--- config.mk ---
export PLATFORM = sky130hd
export DESIGN_NAME = backlight_level_blink_fault_ctrl
export DESIGN_NICKNAME = d
export VERILOG_FILES = /design/src/rtl/blc_pkg.sv /design/src/rtl/blink_timer.sv /design/src/rtl/backlight_level_blink_fault_ctrl.sv
export SDC_FILE = /design/constraint.sdc
export NUM_CORES = 1
export LEC_CHECK = 0
export ABC_AREA = 1
export BUFFER_PORTS_ARGS = -buffer_cell sky130_fd_sc_hd__buf_2
export CELL_PAD_IN_SITES_DETAIL_PLACEMENT = 0
export CELL_PAD_IN_SITES_GLOBAL_PLACEMENT = 1
export CORE_MARGIN = 2
export CORE_UTILIZATION = 44
export CTS_CLUSTER_DIAMETER = 50
export DETAILED_ROUTE_END_ITERATION = 12
export PLACE_DENSITY_LB_ADDON = 0.1
export SLEW_MARGIN = 15
export SYNTH_ARGS = -nofsm -noshare
export SYNTH_HDL_FRONTEND = slang
export SYNTH_SLANG_ARGS = --single-unit
--- constraint.sdc ---
create_clock -name clock -period 4.2 [get_ports clock]
set_clock_uncertainty 0.15 [all_clocks]
set_input_delay 0.84 -clock clock [delete_from_list [all_inputs] [get_ports clock]]
set_output_delay 0.84 -clock clock [all_outputs]
set_load 0.1 [all_outputs]
--- src/rtl/blc_pkg.sv ---
// constants, state types and field layouts for the backlight control block
// assumes a single 125 MHz clock and a synchronous active-high reset
package blc_pkg;

    localparam int unsigned CLK_HZ        = 125_000_000;
    localparam int unsigned SINKS         = 7;
    localparam int unsigned LEVELS        = 4;

    // level codes
    localparam logic [2:0] CODE_DARK      = 3'h4;
    localparam logic [2:0] CODE_INDOOR    = 3'h3;
    localparam logic [2:0] CODE_OFFICE    = 3'h2;
    localparam logic [2:0] CODE_BRIGHT    = 3'h1;
    localparam logic [2:0] CODE_OUTDOOR   = 3'h0;

    // interrupt flag positions
    localparam int unsigned FLAG_FADE     = 0;
    localparam int unsigned FLAG_MAIN     = 1;
    localparam int unsigned FLAG_SECOND   = 2;
    localparam int unsigned FLAG_OVP      = 3;
    localparam int unsigned FLAG_TSD      = 4;
    localparam int unsigned FLAG_SHORT    = 5;
    localparam int unsigned FLAGS         = 6;

    // timing figures in ms
    localparam int unsigned SCP_ARM_MS    = 4;
    localparam int unsigned ON_T0_MS      = 200;
    localparam int unsigned T600_MS       = 600;
    localparam int unsigned T800_MS       = 800;
    localparam int unsigned T1200_MS      = 1200;
    localparam int unsigned FILT_MIN_MS   = 80;
    localparam int unsigned FILT_MAX_MS   = 10000;

    // one millisecond tick
    localparam int unsigned MS_CYCLES     = CLK_HZ / 1000;

    localparam logic [1:0] OFF_DISABLED   = 2'h0;

    typedef enum logic [2:0] {
        PWR_STANDBY  = 3'b000,
        PWR_SOFTSTART= 3'b001,
        PWR_RUN      = 3'b010,
        PWR_SHORT    = 3'b011,
        PWR_HOT      = 3'b100
    } pwr_e;

    typedef enum logic [1:0] {
        BLK_IDLE = 2'b00,
        BLK_ON   = 2'b01,
        BLK_OFF  = 2'b10
    } blink_e;

endpackage : blc_pkg

--- src/rtl/blink_timer.sv ---
// one independent sink's blink sequencer
// assumes a 1 ms tick from the parent and synchronous reset
`timescale 1ns/1ps
`default_nettype none
module blink_timer (
    input  wire logic       clock,
    input  wire logic       srst,
    input  wire logic       ms_tick,
    input  wire logic       enable,
    input  wire logic [1:0] on_sel,
    input  wire logic [1:0] off_sel,
    output logic            sink_on
);
    typedef struct packed {
        blc_pkg::blink_e phase;
        logic [10:0]     count;
        logic            on;
    } state_s;

    state_s cur;
    state_s nxt;
    logic [10:0] on_ms;
    logic [10:0] off_ms;

    always_comb begin
        case (on_sel)
            2'h0:    on_ms = 11'(blc_pkg::ON_T0_MS);
            2'h1:    on_ms = 11'(blc_pkg::T600_MS);
            2'h2:    on_ms = 11'(blc_pkg::T800_MS);
            default: on_ms = 11'(blc_pkg::T1200_MS);
        endcase
        case (off_sel)
            2'h1:    off_ms = 11'(blc_pkg::T600_MS);
            2'h2:    off_ms = 11'(blc_pkg::T800_MS);
            default: off_ms = 11'(blc_pkg::T1200_MS);
        endcase
    end

    always_comb begin
        nxt = cur;
        case (cur.phase)
            blc_pkg::BLK_IDLE: begin
                nxt.on = enable;
                nxt.count = '0;
                if (enable && off_sel != blc_pkg::OFF_DISABLED) begin
                    nxt.phase = blc_pkg::BLK_ON;
                end
            end
            blc_pkg::BLK_ON: begin
                nxt.on = 1'b1;
                if (ms_tick) begin
                    nxt.count = cur.count + 11'h001;
                end
                if (!enable || off_sel == blc_pkg::OFF_DISABLED) begin
                    nxt.phase = blc_pkg::BLK_IDLE;
                    nxt.on = 1'b0;
                end else if (ms_tick && cur.count + 11'h001 >= on_ms) begin
                    nxt.phase = blc_pkg::BLK_OFF;
                    nxt.count = '0;
                    nxt.on = 1'b0;
                end
            end
            blc_pkg::BLK_OFF: begin
                nxt.on = 1'b0;
                if (ms_tick) begin
                    nxt.count = cur.count + 11'h001;
                end
                if (!enable || off_sel == blc_pkg::OFF_DISABLED) begin
                    nxt.phase = blc_pkg::BLK_IDLE;
                end else if (ms_tick && cur.count + 11'h001 >= off_ms) begin
                    nxt.phase = blc_pkg::BLK_ON;
                    nxt.count = '0;
                    nxt.on = 1'b1;
                end
            end
            default: begin
                nxt.phase = blc_pkg::BLK_IDLE;
                nxt.on = 1'b0;
            end
        endcase
    end

    always_ff @(posedge clock) begin
        if (srst) begin
            cur <= '{phase: blc_pkg::BLK_IDLE, count: 11'h000, on: 1'b0};
        end else begin
            cur <= nxt;
        end
    end

    assign sink_on = cur.on;
endmodule : blink_timer
`default_nettype wire

--- src/rtl/backlight_level_blink_fault_ctrl.sv ---
// level selection, independent sink blink control and fault/interrupt handling
// assumes all inputs synchronous to clock; fade engine and comparators live outside
`timescale 1ns/1ps
`default_nettype none
module backlight_level_blink_fault_ctrl #(
    parameter int unsigned SINK_COUNT = blc_pkg::SINKS,
    parameter int unsigned MS_CYCLES  = blc_pkg::MS_CYCLES
) (
    input  wire logic                  clock,
    input  wire logic                  srst,
    // mode and selection
    input  wire logic                  auto_level_enable,
    input  wire logic                  keypad_als_enable,
    input  wire logic [SINK_COUNT-1:0] sink_select,
    input  wire logic                  use_second_sensor,
    input  wire logic [2:0]            host_level_code,
    input  wire logic [13:0]           filter_ms,
    // main and second sensor raw level outputs, bit 0 is level 1
    input  wire logic [3:0]            main_level_raw,
    input  wire logic [3:0]            second_level_raw,
    // independent sinks
    input  wire logic [SINK_COUNT-1:0] sink_enable,
    input  wire logic [1:0]            blink_on_time,
    input  wire logic [2*SINK_COUNT-1:0] off_time,
    // power and faults
    input  wire logic                  standby_release_write,
    input  wire logic                  short_detect,
    input  wire logic                  ovp_detect,
    input  wire logic                  overtemp_detect,
    input  wire logic                  soft_start_done,
    input  wire logic                  fade_sequence_done,
    // interrupt registers
    input  wire logic [5:0]            flag_clear,
    input  wire logic [5:0]            flag_enable,
    // outputs
    output logic [2:0]                 brightness_level_code,
    output logic [2:0]                 seventh_sink_level_code,
    output logic                       seventh_sink_als,
    output logic [3:0]                 main_level_status,
    output logic [3:0]                 second_level_status,
    output logic [SINK_COUNT-1:0]      backlight_group,
    output logic [SINK_COUNT-1:0]      independent_sink_on,
    output logic                       pump_enable,
    output logic                       device_active,
    output logic                       soft_start_run,
    output logic                       standby_release,
    output logic [5:0]                 flags,
    output logic                       irq_out_n
);
    // ****************************************************************
    // elaboration checks
    // ****************************************************************
    if (SINK_COUNT < 1 || SINK_COUNT > 7) begin : g_bad_sinks
        $error("SINK_COUNT must be 1 to 7");
    end
    // ms divider is 17 bits and the arm counter 20 bits wide
    if (MS_CYCLES < 2 || MS_CYCLES > (1 << 17)) begin : g_bad_ms
        $error("MS_CYCLES must be 2 to 131072");
    end

    localparam int unsigned ARM_CYCLES = blc_pkg::SCP_ARM_MS * MS_CYCLES;

    // ****************************************************************
    // state
    // ****************************************************************
    typedef struct packed {
        logic [16:0]  ms_div;
        logic         ms_tick;
        logic [3:0]   main_level;
        logic [3:0]   second_level;
        logic [13:0]  main_filt;
        logic [13:0]  second_filt;
        logic [2:0]   level_code;
        logic [2:0]   d7_code;
        blc_pkg::pwr_e pwr;
        logic [19:0]  arm_count;
        logic         short_armed;
        logic         ovp_prev;
        logic [5:0]   flags;
    } state_s;

    state_s cur;
    state_s nxt;

    logic [3:0] sel_level;
    logic [2:0] enc_code;
    logic [13:0] filt_lim;
    logic [5:0] events;

    // clamp the filter window to its documented span
    always_comb begin
        if (filter_ms < 14'(blc_pkg::FILT_MIN_MS)) begin
            filt_lim = 14'(blc_pkg::FILT_MIN_MS);
        end else if (filter_ms > 14'(blc_pkg::FILT_MAX_MS)) begin
            filt_lim = 14'(blc_pkg::FILT_MAX_MS);
        end else begin
            filt_lim = filter_ms;
        end
    end

    // ****************************************************************
    // level encoder
    // ****************************************************************
    assign sel_level = use_second_sensor ? cur.second_level : cur.main_level;

    always_comb begin
        if (sel_level[3]) begin
            enc_code = blc_pkg::CODE_DARK;
        end else if (sel_level[2]) begin
            enc_code = blc_pkg::CODE_INDOOR;
        end else if (sel_level[1]) begin
            enc_code = blc_pkg::CODE_OFFICE;
        end else if (sel_level[0]) begin
            enc_code = blc_pkg::CODE_BRIGHT;
        end else begin
            enc_code = blc_pkg::CODE_OUTDOOR;
        end
    end

    // ****************************************************************
    // next state
    // ****************************************************************
    always_comb begin
        nxt = cur;
        events = '0;

        // millisecond tick
        nxt.ms_tick = 1'b0;
        if (cur.ms_div == 17'(MS_CYCLES - 1)) begin
            nxt.ms_div = '0;
            nxt.ms_tick = 1'b1;
        end else begin
            nxt.ms_div = cur.ms_div + 17'h00001;
        end

        // filter: raw must differ from the held level for the whole window
        if (main_level_raw == cur.main_level) begin
            nxt.main_filt = '0;
        end else if (cur.ms_tick) begin
            if (cur.main_filt + 14'h0001 >= filt_lim) begin
                nxt.main_level = main_level_raw;
                nxt.main_filt = '0;
                events[blc_pkg::FLAG_MAIN] = 1'b1;
            end else begin
                nxt.main_filt = cur.main_filt + 14'h0001;
            end
        end
        if (second_level_raw == cur.second_level) begin
            nxt.second_filt = '0;
        end else if (cur.ms_tick) begin
            if (cur.second_filt + 14'h0001 >= filt_lim) begin
                nxt.second_level = second_level_raw;
                nxt.second_filt = '0;
                events[blc_pkg::FLAG_SECOND] = 1'b1;
            end else begin
                nxt.second_filt = cur.second_filt + 14'h0001;
            end
        end

        // level code ownership
        if (auto_level_enable) begin
            nxt.level_code = enc_code;
        end else begin
            nxt.level_code = host_level_code;
        end
        // seventh sink picks its own row from the same level
        nxt.d7_code = enc_code;

        // power and fault sequencing
        case (cur.pwr)
            blc_pkg::PWR_STANDBY: begin
                if (standby_release_write) begin
                    nxt.pwr = blc_pkg::PWR_SOFTSTART;
                    nxt.arm_count = '0;
                    nxt.short_armed = 1'b0;
                end
            end
            blc_pkg::PWR_SOFTSTART, blc_pkg::PWR_RUN: begin
                if (cur.pwr == blc_pkg::PWR_SOFTSTART && soft_start_done) begin
                    nxt.pwr = blc_pkg::PWR_RUN;
                end
                // short sensing blind until armed
                if (!cur.short_armed) begin
                    if (cur.arm_count == 20'(ARM_CYCLES - 1)) begin
                        nxt.short_armed = 1'b1;
                    end else begin
                        nxt.arm_count = cur.arm_count + 20'h00001;
                    end
                end
                if (overtemp_detect) begin
                    nxt.pwr = blc_pkg::PWR_HOT;
                end else if (cur.short_armed && short_detect) begin
                    nxt.pwr = blc_pkg::PWR_SHORT;
                    events[blc_pkg::FLAG_SHORT] = 1'b1;
                end else if (standby_release_write
                             && cur.pwr == blc_pkg::PWR_RUN) begin
                    nxt.pwr = blc_pkg::PWR_RUN;
                end
            end
            blc_pkg::PWR_SHORT: begin
                if (standby_release_write) begin
                    nxt.pwr = blc_pkg::PWR_SOFTSTART;
                    nxt.arm_count = '0;
                    nxt.short_armed = 1'b0;
                end
            end
            blc_pkg::PWR_HOT: begin
                // restart only once cooled
                if (!overtemp_detect && standby_release_write) begin
                    nxt.pwr = blc_pkg::PWR_SOFTSTART;
                    nxt.arm_count = '0;
                    nxt.short_armed = 1'b0;
                end
            end
            default: begin
                nxt.pwr = blc_pkg::PWR_STANDBY;
            end
        endcase

        // flag sources
        nxt.ovp_prev = ovp_detect;
        if (ovp_detect && !cur.ovp_prev) begin
            events[blc_pkg::FLAG_OVP] = 1'b1;
        end
        // level, not edge: a cleared flag comes back while still hot
        if (overtemp_detect) begin
            events[blc_pkg::FLAG_TSD] = 1'b1;
        end
        if (fade_sequence_done) begin
            events[blc_pkg::FLAG_FADE] = 1'b1;
        end

        // set wins over write-one-clear
        nxt.flags = (cur.flags & ~flag_clear) | events;
    end

    // ****************************************************************
    // registers
    // ****************************************************************
    always_ff @(posedge clock) begin
        if (srst) begin
            cur <= '{ms_div: 17'h00000, ms_tick: 1'b0, main_level: 4'h0,
                     second_level: 4'h0, main_filt: 14'h0000,
                     second_filt: 14'h0000, level_code: 3'h0, d7_code: 3'h0,
                     pwr: blc_pkg::PWR_STANDBY, arm_count: 20'h00000,
                     short_armed: 1'b0, ovp_prev: 1'b0, flags: 6'h00};
        end else begin
            cur <= nxt;
        end
    end

    // ****************************************************************
    // independent sinks
    // ****************************************************************
    for (genvar i = 0; i < SINK_COUNT; i++) begin : g_sink
        logic blink_on;
        blink_timer u_blink (
            .clock   (clock),
            .srst    (srst),
            .ms_tick (cur.ms_tick),
            .enable  (sink_enable[i] & sink_select[i] & device_active),
            .on_sel  (blink_on_time),
            .off_sel (off_time[2*i +: 2]),
            .sink_on (blink_on)
        );
        assign independent_sink_on[i] = blink_on;
        assign backlight_group[i] = ~sink_select[i];
    end

    // ****************************************************************
    // outputs
    // ****************************************************************
    assign brightness_level_code   = cur.level_code;
    assign seventh_sink_als        = keypad_als_enable & sink_select[SINK_COUNT-1];
    assign seventh_sink_level_code = cur.d7_code;
    assign main_level_status       = cur.main_level;
    assign second_level_status     = cur.second_level;
    assign device_active           = (cur.pwr == blc_pkg::PWR_SOFTSTART)
                                   | (cur.pwr == blc_pkg::PWR_RUN);
    assign soft_start_run          = (cur.pwr == blc_pkg::PWR_SOFTSTART);
    assign standby_release         = device_active;
    assign pump_enable             = device_active & ~ovp_detect;
    assign flags                   = cur.flags;
    assign irq_out_n               = ~|(cur.flags & flag_enable);
endmodule : backlight_level_blink_fault_ctrl
`default_nettype wire

After elaboration in Yosys (flattened, before gate mapping)
Index checks and enable logic that the tools add are counted.
Storage, ports and cells
  bits in registers: 189
  input bits: 78
  output and inout port bits: 40
  word-level logic and storage cells: 376
Cells by class
  add/sub/neg operators: 11
  magnitude comparators: 18
  equal/unequal tests: 64
  muxes and demuxes: 126
  bitwise gates (word level): 31
  reductions and logical operators: 92
Operators with widths (count)
  11-bit case mux with 3 select lines: 8
  14-bit 2-to-1 mux: 18
  11-bit >= comparator: 14
  11-bit 2-to-1 mux: 14
  11-bit case mux with 2 select lines: 7
  12-bit 2-to-1 mux: 7
  11-bit by 1-bit adder with 11-bit output, second input constant: 7
  21-bit case mux with 3 select lines: 1
  24-bit 2-to-1 mux: 2
  2-bit 2-to-1 mux: 23
  3-bit by 1-bit inequality test with 1-bit output, second input constant: 14
  2-bit case mux with 3 select lines: 7
  3-bit AND reduction: 11
  2-bit by 1-bit equality test with 1-bit output, second input constant: 15
  2-bit equality test, second input constant: 15
  2-bit zero test: 15
  14-bit by 1-bit adder with 14-bit output, second input constant: 2
  14-bit >= comparator: 2
  1-bit logical AND: 26
  3-bit nonzero test: 8
  1-bit 2-to-1 mux: 22
  21-bit 2-to-1 mux: 1
  1-bit case mux with 3 select lines: 7
  20-bit by 1-bit adder with 20-bit output, second input constant: 1
  other kinds (29): 95

Logic depth before layout (Yosys ltp)
Gate-level depths: netlist (run 1).
  word-level depth: 8
  gate-level depth with buffers: 26
  mapped depth without buffers: 26

Hierarchy
A second synthesis (run 1) with hierarchy kept.
Unflattened totals
  cell total of the unflattened synthesis: 2724
  area, all modules: 17981.0 µm²
By module, submodules not included
  blink_timer (g_sink[1].u_blink ...): times used 5, cells each 266, area each 1736.7 µm², seq. area each 280.3 µm²
  backlight_level_blink_fault_ctrl: times used 1, cells each 878, area each 5888.1 µm², seq. area each 1821.7 µm²
  blink_timer (g_sink[0].u_blink): times used 1, cells each 264, area each 1759.2 µm², seq. area each 280.3 µm²
  blink_timer (g_sink[6].u_blink): times used 1, cells each 252, area each 1650.3 µm², seq. area each 280.3 µm²

Least setup slack after synthesis (run 1)
OpenSTA, ideal clock, no wires.
  path type: input-to-output
  start point: in flag_enable[1]
  end point: out irq_out_n
  arrival time: 3222 ps
  required time: 3210 ps
  setup slack: -12 ps
  stages on the path: 3
  buffers on the path: 0
  path through: nand2_1 -> nand4_1 -> a221oi_1
Between the ends
  cells in the longest elaborated chain, start to end: 3
Ends and longest elaborated chain
  start, declared: line backlight_level_blink_fault_ctrl.sv:34  | input wire logic [5:0] flag_enable,
  6-bit bitwise AND: line backlight_level_blink_fault_ctrl.sv:284  | assign irq_out_n = ~|(cur.flags & flag_enable);
  6-bit OR reduction: line backlight_level_blink_fault_ctrl.sv:284
  1-bit zero test: line backlight_level_blink_fault_ctrl.sv:284
  end, declared: line backlight_level_blink_fault_ctrl.sv:48  | output logic irq_out_n
No other way between the ends.

Final worst setup path (run 1)
  start point: reg g_sink[4].u_blink.cur[1] in the netlist's numbering
  end point: reg g_sink[4].u_blink.cur[2] in the netlist's numbering
Between the ends
  cells in the longest elaborated chain, start to end: 6
  elaborated cells on any way between the ends: 11
  those cells by class: 1 x add/sub; 2 x order compare; 6 x mux; 2 x reduce/logical
Ends and longest elaborated chain
  start, declared: line blink_timer.sv:20  | state_s cur;
  start signal, assigned: line blink_timer.sv:85  | cur <= '{phase: blc_pkg::BLK_IDLE, count: 11'h000, on: 1'b0};
  start signal, assigned: line blink_timer.sv:87  | cur <= nxt;
  11-bit by 1-bit adder with 11-bit output *
  11-bit >= comparator (on tied branches): line blink_timer.sv:70, blink_timer.sv:57
  1-bit logical AND (on tied branches): line blink_timer.sv:70, blink_timer.sv:57
  14-bit 2-to-1 mux (on tied branches): line blink_timer.sv:70, blink_timer.sv:57
  12-bit 2-to-1 mux / 11-bit 2-to-1 mux (equally long branches): line blink_timer.sv:68, blink_timer.sv:54
  11-bit case mux with 3 select lines *: line blink_timer.sv:41  | case (cur.phase)
Every way passes the cells marked *; elsewhere a longest branch is shown, timed or not. The select of a mux whose other input is x is not followed.
A chain may end at the register's enable or synchronous reset.

==> run metrics, run 1 <==
core box area 0.0354 mm2; Yosys top cell area share 24.0%; Slew Viols, Final 0; leading area contributor after synthesis dfxtp_1; Synth Flop Type dfxtp_1; vias in the first global route 13,600; RSZ-0062 raised after global routing no; worst-path maximum fanout 11; Hold Vio Cnt, Final 0; Util after Layout 48.4%; cts hold-fix bufs 0; Final min period between 3 and 4 ns; synthesized area 0.0157 mm2; DRC violations left 0; initial antenna violation count 1; final setup fails 0; post-synth net total around 2,700; Worst slew margin about a third; first-pass GRT wire length roughly 66 mm; layout cells sized above 1 8.52%; gate count of the mapped netlist 2,377; grt total ovfl 0; Post-DRT Antenna Nets 0; setup TNS 0 ns; Post-CTS Resized 0; io pins ~120; drt initial violations 738; die area 0.0373 mm2; Final GP Congestion 0.830; crit path DAT 3.66 ns; # clock sinks around 190; period utilization 83.5%; Inserted Clock Buffers 17; drt via density 5.09; Ys Warns 0; most area-consuming cells after synthesis dfxtp_1 24%, ha_1 17%, nand2_1 13%; H-tree depth 4; storage element area 0.00379 mm2; Die Height 193 um; first-pass iteration count of the detailed router 5; f_max 285 MHz; post-CTS repair timing setup buffer count 0; final WL 39.9 mm; TritonCTS clock tree yes; clk buf depth 2; largest net degree at the start of global routing 140; Vias 14,800; chip width just under 200 um; most frequent cells in the layout 527 x nand2_1, 338 x inv_1, 276 x a21oi_1; VDD IR-drop max 0.341 mV; share of synthesized registers carrying an async set or reset 0%; Maximum Capacitance Violations 0; status finished clean; power per cell area between 300 and 400 mW/mm2; Mean Syn Cell Area between 6 and 7 um2; Initial Util 44.5%; Multi-input gate area 0.0101 mm2; #FFs+latches synth around 190; P&R area growth vs syn 8.88%; CTS root buffer clkbuf_16; Leakage 7.93 nW; crit path kind reg2reg; Tightest Pin Transition 1.02 ns; fill count 3,698; EDFF count, synth 0; commonest non-fill, non-tap cell in the layout nand2_1; Placement Rows 69; Clock Pin Slew Worst Setup and Hold Paths around 0.09 ns; worst skew pair latency 0.46 ns; Critical Path RT around 4.4 ns; CP Launch Type register; post-synth cell types 55; post-DP HPWL about 29 mm; worst min-delay path class reg2reg; Total Nets Final 2,714; number of buffer cells added on primary ports 117; ANT cells 0; wire per inst 13.7 um; total track usage between 20% and 30%; CP Capture Type register; sequential share of the synthesized area 24.0%
## cells by family after synthesis
group | after synthesis | share of synthesized area [%]
compound gates | 420 | 14.1
xor+xnor | 89 | 4.95
fa+ha+maj | 209 | 16.6
buf+inv | 445 | 11.7
flops | 189 | 24.0
mux | 4 | 0.262
simple gates | 1021 | 28.3
## registers in the layout (all words and copies together), names as in the netlist
signal / flops
g_sink.u_blink.sink_on: 7
second_level_status: 4
cur: 71
flags: 6
seventh_sink_level_code: 3
g_sink.u_blink.cur: 91
brightness_level_code: 3
main_level_status: 4
## power breakdown
part	internal, mW	leakage (nW)	switching [mW]
clock network	0.926	0.309	0.874
registers	1.87	1.53	0.0593
logic	0.452	6.10	1.40
## worst max-delay path: stages, from the launching register on
cell and delay [ns]:
dfxtp_1 0.44, ha_1 0.22, nand3_1 0.14, nor3_1 0.26, nand2_1 0.13, nor3_1 0.19
xor2_1 0.21, inv_1 0.10, ha_1 0.32, nand3_1 0.09, o31ai_1 0.43, nand3_1 0.12
nand2_1 0.09, nand2_1 0.24, nand2_1 0.15, a21oi_1 0.07
## cells in the mapped netlist, types with 8 or more instances
master,count
a211oi_1,11
a21oi_1,276
buf_2,12
buf_4,29
clkbuf_1,44
dfxtp_1,189
ha_1,209
inv_1,339
inv_2,8
nand2_1,527
nand3_1,122
nand4_1,65
nor2_1,192
nor2_2,9
nor3_1,52
nor3b_1,10
nor4_1,13
o21a_1,11
o21ai_0,94
xnor2_1,16
xor2_1,73
## stage by stage
step           power, mW  cell area [um2]  cells  hold WS (ns)  worst slack [ns]
4_1_cts             5.66            17100   2901         0.284             0.710
5_1_grt             5.94            17100   2901         0.291             0.278
3_3_place_gp        3.83            16500   2869         0.264             0.693
2_1_floorplan       3.43            15700   2377         0.251             0.718
6_report            5.58            17100   2901         0.278             0.691
3_5_place_dp        3.84            16500   2869         0.266             0.607
## path summary, 6_finish.rpt
kind | depth (start not counted) | endpoint | startpoint | slack (ns)
worst min register to register | 1 | flags[3] | cur[6] | 0.28
worst max-delay path | 15 | g_sink[4].u_blink.cur[2] | g_sink[4].u_blink.cur[1] | 0.69
worst min-delay path | 1 | flags[3] | cur[6] | 0.28
worst max register to register | 15 | g_sink[4].u_blink.cur[2] | g_sink[4].u_blink.cur[1] | 0.69
## cell type report
| class | instances | share of cell area [%] |
|---|---|---|
| Inverter | 348 | 7.64 |
| Clock buffer | 17 | 2.48 |
| Tap cell | 461 | 3.37 |
| Timing Repair Buffer | 128 | 4.06 |
| Multi-Input combinational cell | 1743 | 59.1 |
| Sequential cell | 189 | 22.1 |
| Clock inverter | 15 | 1.26 |
## routing by layer
metal  up-vias  part of all wire [%]  GRT usage [%]
met5         -                 0.030              0
met3        37                   3.0           2.90
met2       202                    46           37.3
li1       7840                     -              -
met1      6684                    49           28.9
met4         2                   1.6           5.97
No activity file was read; power rests on OpenSTA's default activity.
==> inputs of run 2 (changes only) <==
--- a/config.mk
+++ b/config.mk
@@ -5,12 +5,12 @@
 export SDC_FILE = /design/constraint.sdc
 export NUM_CORES = 1
 export LEC_CHECK = 0
-export ABC_AREA = 1
+export ABC_AREA = 0
 export BUFFER_PORTS_ARGS = -buffer_cell sky130_fd_sc_hd__buf_2
 export CELL_PAD_IN_SITES_DETAIL_PLACEMENT = 0
 export CELL_PAD_IN_SITES_GLOBAL_PLACEMENT = 1
 export CORE_MARGIN = 2
-export CORE_UTILIZATION = 44
+export CORE_UTILIZATION = 46
 export CTS_CLUSTER_DIAMETER = 50
 export DETAILED_ROUTE_END_ITERATION = 12
 export PLACE_DENSITY_LB_ADDON = 0.1
==> constraint.sdc (replaced) <==
create_clock -name clock -period 3.5 [get_ports clock]
set_clock_uncertainty 0.15 [all_clocks]
set_input_delay 0.7 -clock clock [delete_from_list [all_inputs] [get_ports clock]]
set_output_delay 0.7 -clock clock [all_outputs]
set_load 0.1 [all_outputs]
==> run metrics, run 2 <==
status finished clean; die area 0.0329 mm2; Tightest Pin Transition 0.811 ns; clk buf depth 2; # clock sinks 189; Post-DRT Antenna Nets 0; #FFs+latches synth 189; most common cell in the synthesized netlist ha_1; drt initial violations 624; power per cell area 337 mW/mm2; sequential power share 39.3%; vias in the first global route between 10,000 and 15,000; met1 WL approximately 18 mm; final setup fails 0; post-DP HPWL around 29 mm; chip width around 180 um; Mean Syn Cell Area approximately 8 um2; Worst slew margin 46.0%; critical path endpoint cur[46]; WL met3 1.51 mm; Clock Pin Slew Worst Setup and Hold Paths around 0.08 ns; EDFF count, synth 0; Maximum Capacitance Violations 0; most frequent cells in the layout 203 x ha_1, 188 x nand2_1, 186 x dfxtp_1; Slew Viols, Final 0; largest register by flop count g_sink.u_blink.cur; post-placement cell count approximately 2,400; VDD IR-drop max 0.399 mV; largest family of logic cells by synthesized area simple AND/OR/NAND/NOR gates; Synth Flop Type dfxtp_1; most area-consuming cells after synthesis dfxtp_1 26%, ha_1 18%, nand2_1 5.0%; Leakage 8.00 nW; CP Launch Type input port; period utilization 97.1%; grt total ovfl 0; R2R cell count 14; Combinational Power Share 26.2%; H-tree depth 4; worst min-delay path class in2reg; core box area 0.0307 mm2; first-pass iteration count of the detailed router 7; DRC violations left 0; cts hold-fix bufs 0; Vias 13,300; Placement Rows 64; leading area contributor after synthesis dfxtp_1; Hold Vio Cnt, Final 0; io pins 118; top post-synthesis cells by count 209 x ha_1, 191 x nand2_1, 189 x dfxtp_1; post-synthesis compound-gate area fraction roughly 17%; worst-path maximum fanout 6; clock share of power 34.5%; Inserted Clock Buffers 17; Initial Util 47.1%; Ys Warns 0; Critical Path RT 3.74 ns; layout cells sized above 1 19.7%; synthesized area 0.0145 mm2; crit path from filter_ms[1]; ANT cells 0; Total Nets Final between 2,000 and 2,500; crit path kind in2reg; initial antenna violation count 0; met2 wire len 17.9 mm; first-pass GRT wire length 62.4 mm; CTS root buffer clkbuf_16; Die Height about 180 um; total track usage between 20% and 30%; final WL 38.4 mm; largest net degree at the start of global routing 47; share of synthesized registers carrying an async set or reset 0%; FF-to-FF setup slack between 0.15 and 0.2 ns; Synth Area in Adders a little under a fifth; P&R area growth vs syn 19.5%; worst skew pair latency 0.47 ns; mux contribution to synthesized area under 10%; Yosys top cell area share 26.2%; wire per inst 15.9 um; Final min period 3.40 ns; CP Capture Type register; final std cells w/o fill around 2,400; number of buffer cells added on primary ports around 120; setup TNS 0 ns; Final GP Congestion 0.835; sequential share of the synthesized area around a quarter; gate count of the mapped netlist 1,790; highest routed layer met4; commonest non-fill, non-tap cell in the layout ha_1; Post-Synth Simple-Gate Area 24.0%; switching power share of the total 35.8%; crit path DAT around 3.6 ns; r2r startpoint g_sink[2].u_blink.cur[1]; XOR/XNOR Fraction of Synth Area 7.09%; drt via density 5.54; f_max around 290 MHz; net switching power 2.09 mW; internal power 3.74 mW; reg2reg end g_sink[2].u_blink.cur[12]; max reg flops 91; post-synth net total 2,077; post-synth cell types 85; TritonCTS clock tree yes
==> run 2: repair_timing <==
action                                  4_1_cts  5_1_grt
cloned                                        0        1
gates resized for setup                       1       78
pin swaps                                     0       20
buffers inserted                              0        1
endpoints found under the setup margin       12      113
==> run 2: worst max-delay path, cell delays in order <==
cell,delay [ns]
buf_2,0.12
o41ai_4,0.35
nand3_1,0.14
nor2b_4,0.16
nor2_4,0.11
and2_4,0.17
ha_4,0.19
nand2b_4,0.14
a2111oi_4,0.35
nor3_2,0.09
maj3_4,0.37
a21oi_4,0.29
buf_6,0.16
nand4b_1,0.11
a21oi_1,0.16
==> run 2: worst min-delay path by stage <==
stage / start / to / depth (start not counted)
final: fade_sequence_done / flags[0] / 3
after global placement: cur[74] / cur[74] / 1
after global routing: auto_level_enable / brightness_level_code[2] / 2
after floorplan: cur[74] / cur[74] / 1
after detailed placement: cur[74] / cur[74] / 1
after CTS: fade_sequence_done / flags[0] / 3
==> run 2: power groups by stage <==
stage          Sequential [mW]  Combinational (mW)  Clock, mW
2_1_floorplan             2.31                1.07          0
6_report                  2.29                1.53       2.01
3_3_place_gp              2.33                1.47          0
5_1_grt                   2.30                1.67       2.15
3_5_place_dp              2.33                1.49          0
4_1_cts                   2.29                1.50       2.07
==> run 2: final cells by class <==
type	count	area, um2
clock buffers	18	429
clock inverters	14	161
fillers	2963	13500
inverters	111	417
multi-input cells	1413	10300
flip-flops and latches	189	3790
well taps	396	495
repair buffers	264	1720
==> run 2: per-stage QoR <==
stage                     hold WS, ns  setup slack (ns)  cell area, um2  power [mW]  utilization [%]
after floorplan                 0.268           0.00958           14600        3.37                -
after global placement          0.281            -0.354           16300        3.80             53.0
after detailed placement        0.295            -0.396           16300        3.83             53.0
after CTS                       0.272            0.0382           16900        5.86             54.9
after global routing            0.315           -0.0433           17300        6.12             56.2
final                           0.293            0.0998           17300        5.82             56.2
==> run 2: cell families (layout without fill, tap and decap cells) <==
logic type	after synthesis	after routing
AOI/OAI and AO/OA	373	374
xor gates and xnor gates	115	115
muxes	21	21
and+or+nand+nor	692	692
DFF	189	189
adders and majority gates	211	211
buffers and inverters	189	407
==> run 2: routing by layer <==
layer	up-vias	track usage (%)
li1	6825	-
met1	6243	31.2
met2	212	38.6
met3	39	3.63
met4	0	5.59
met5	-	0
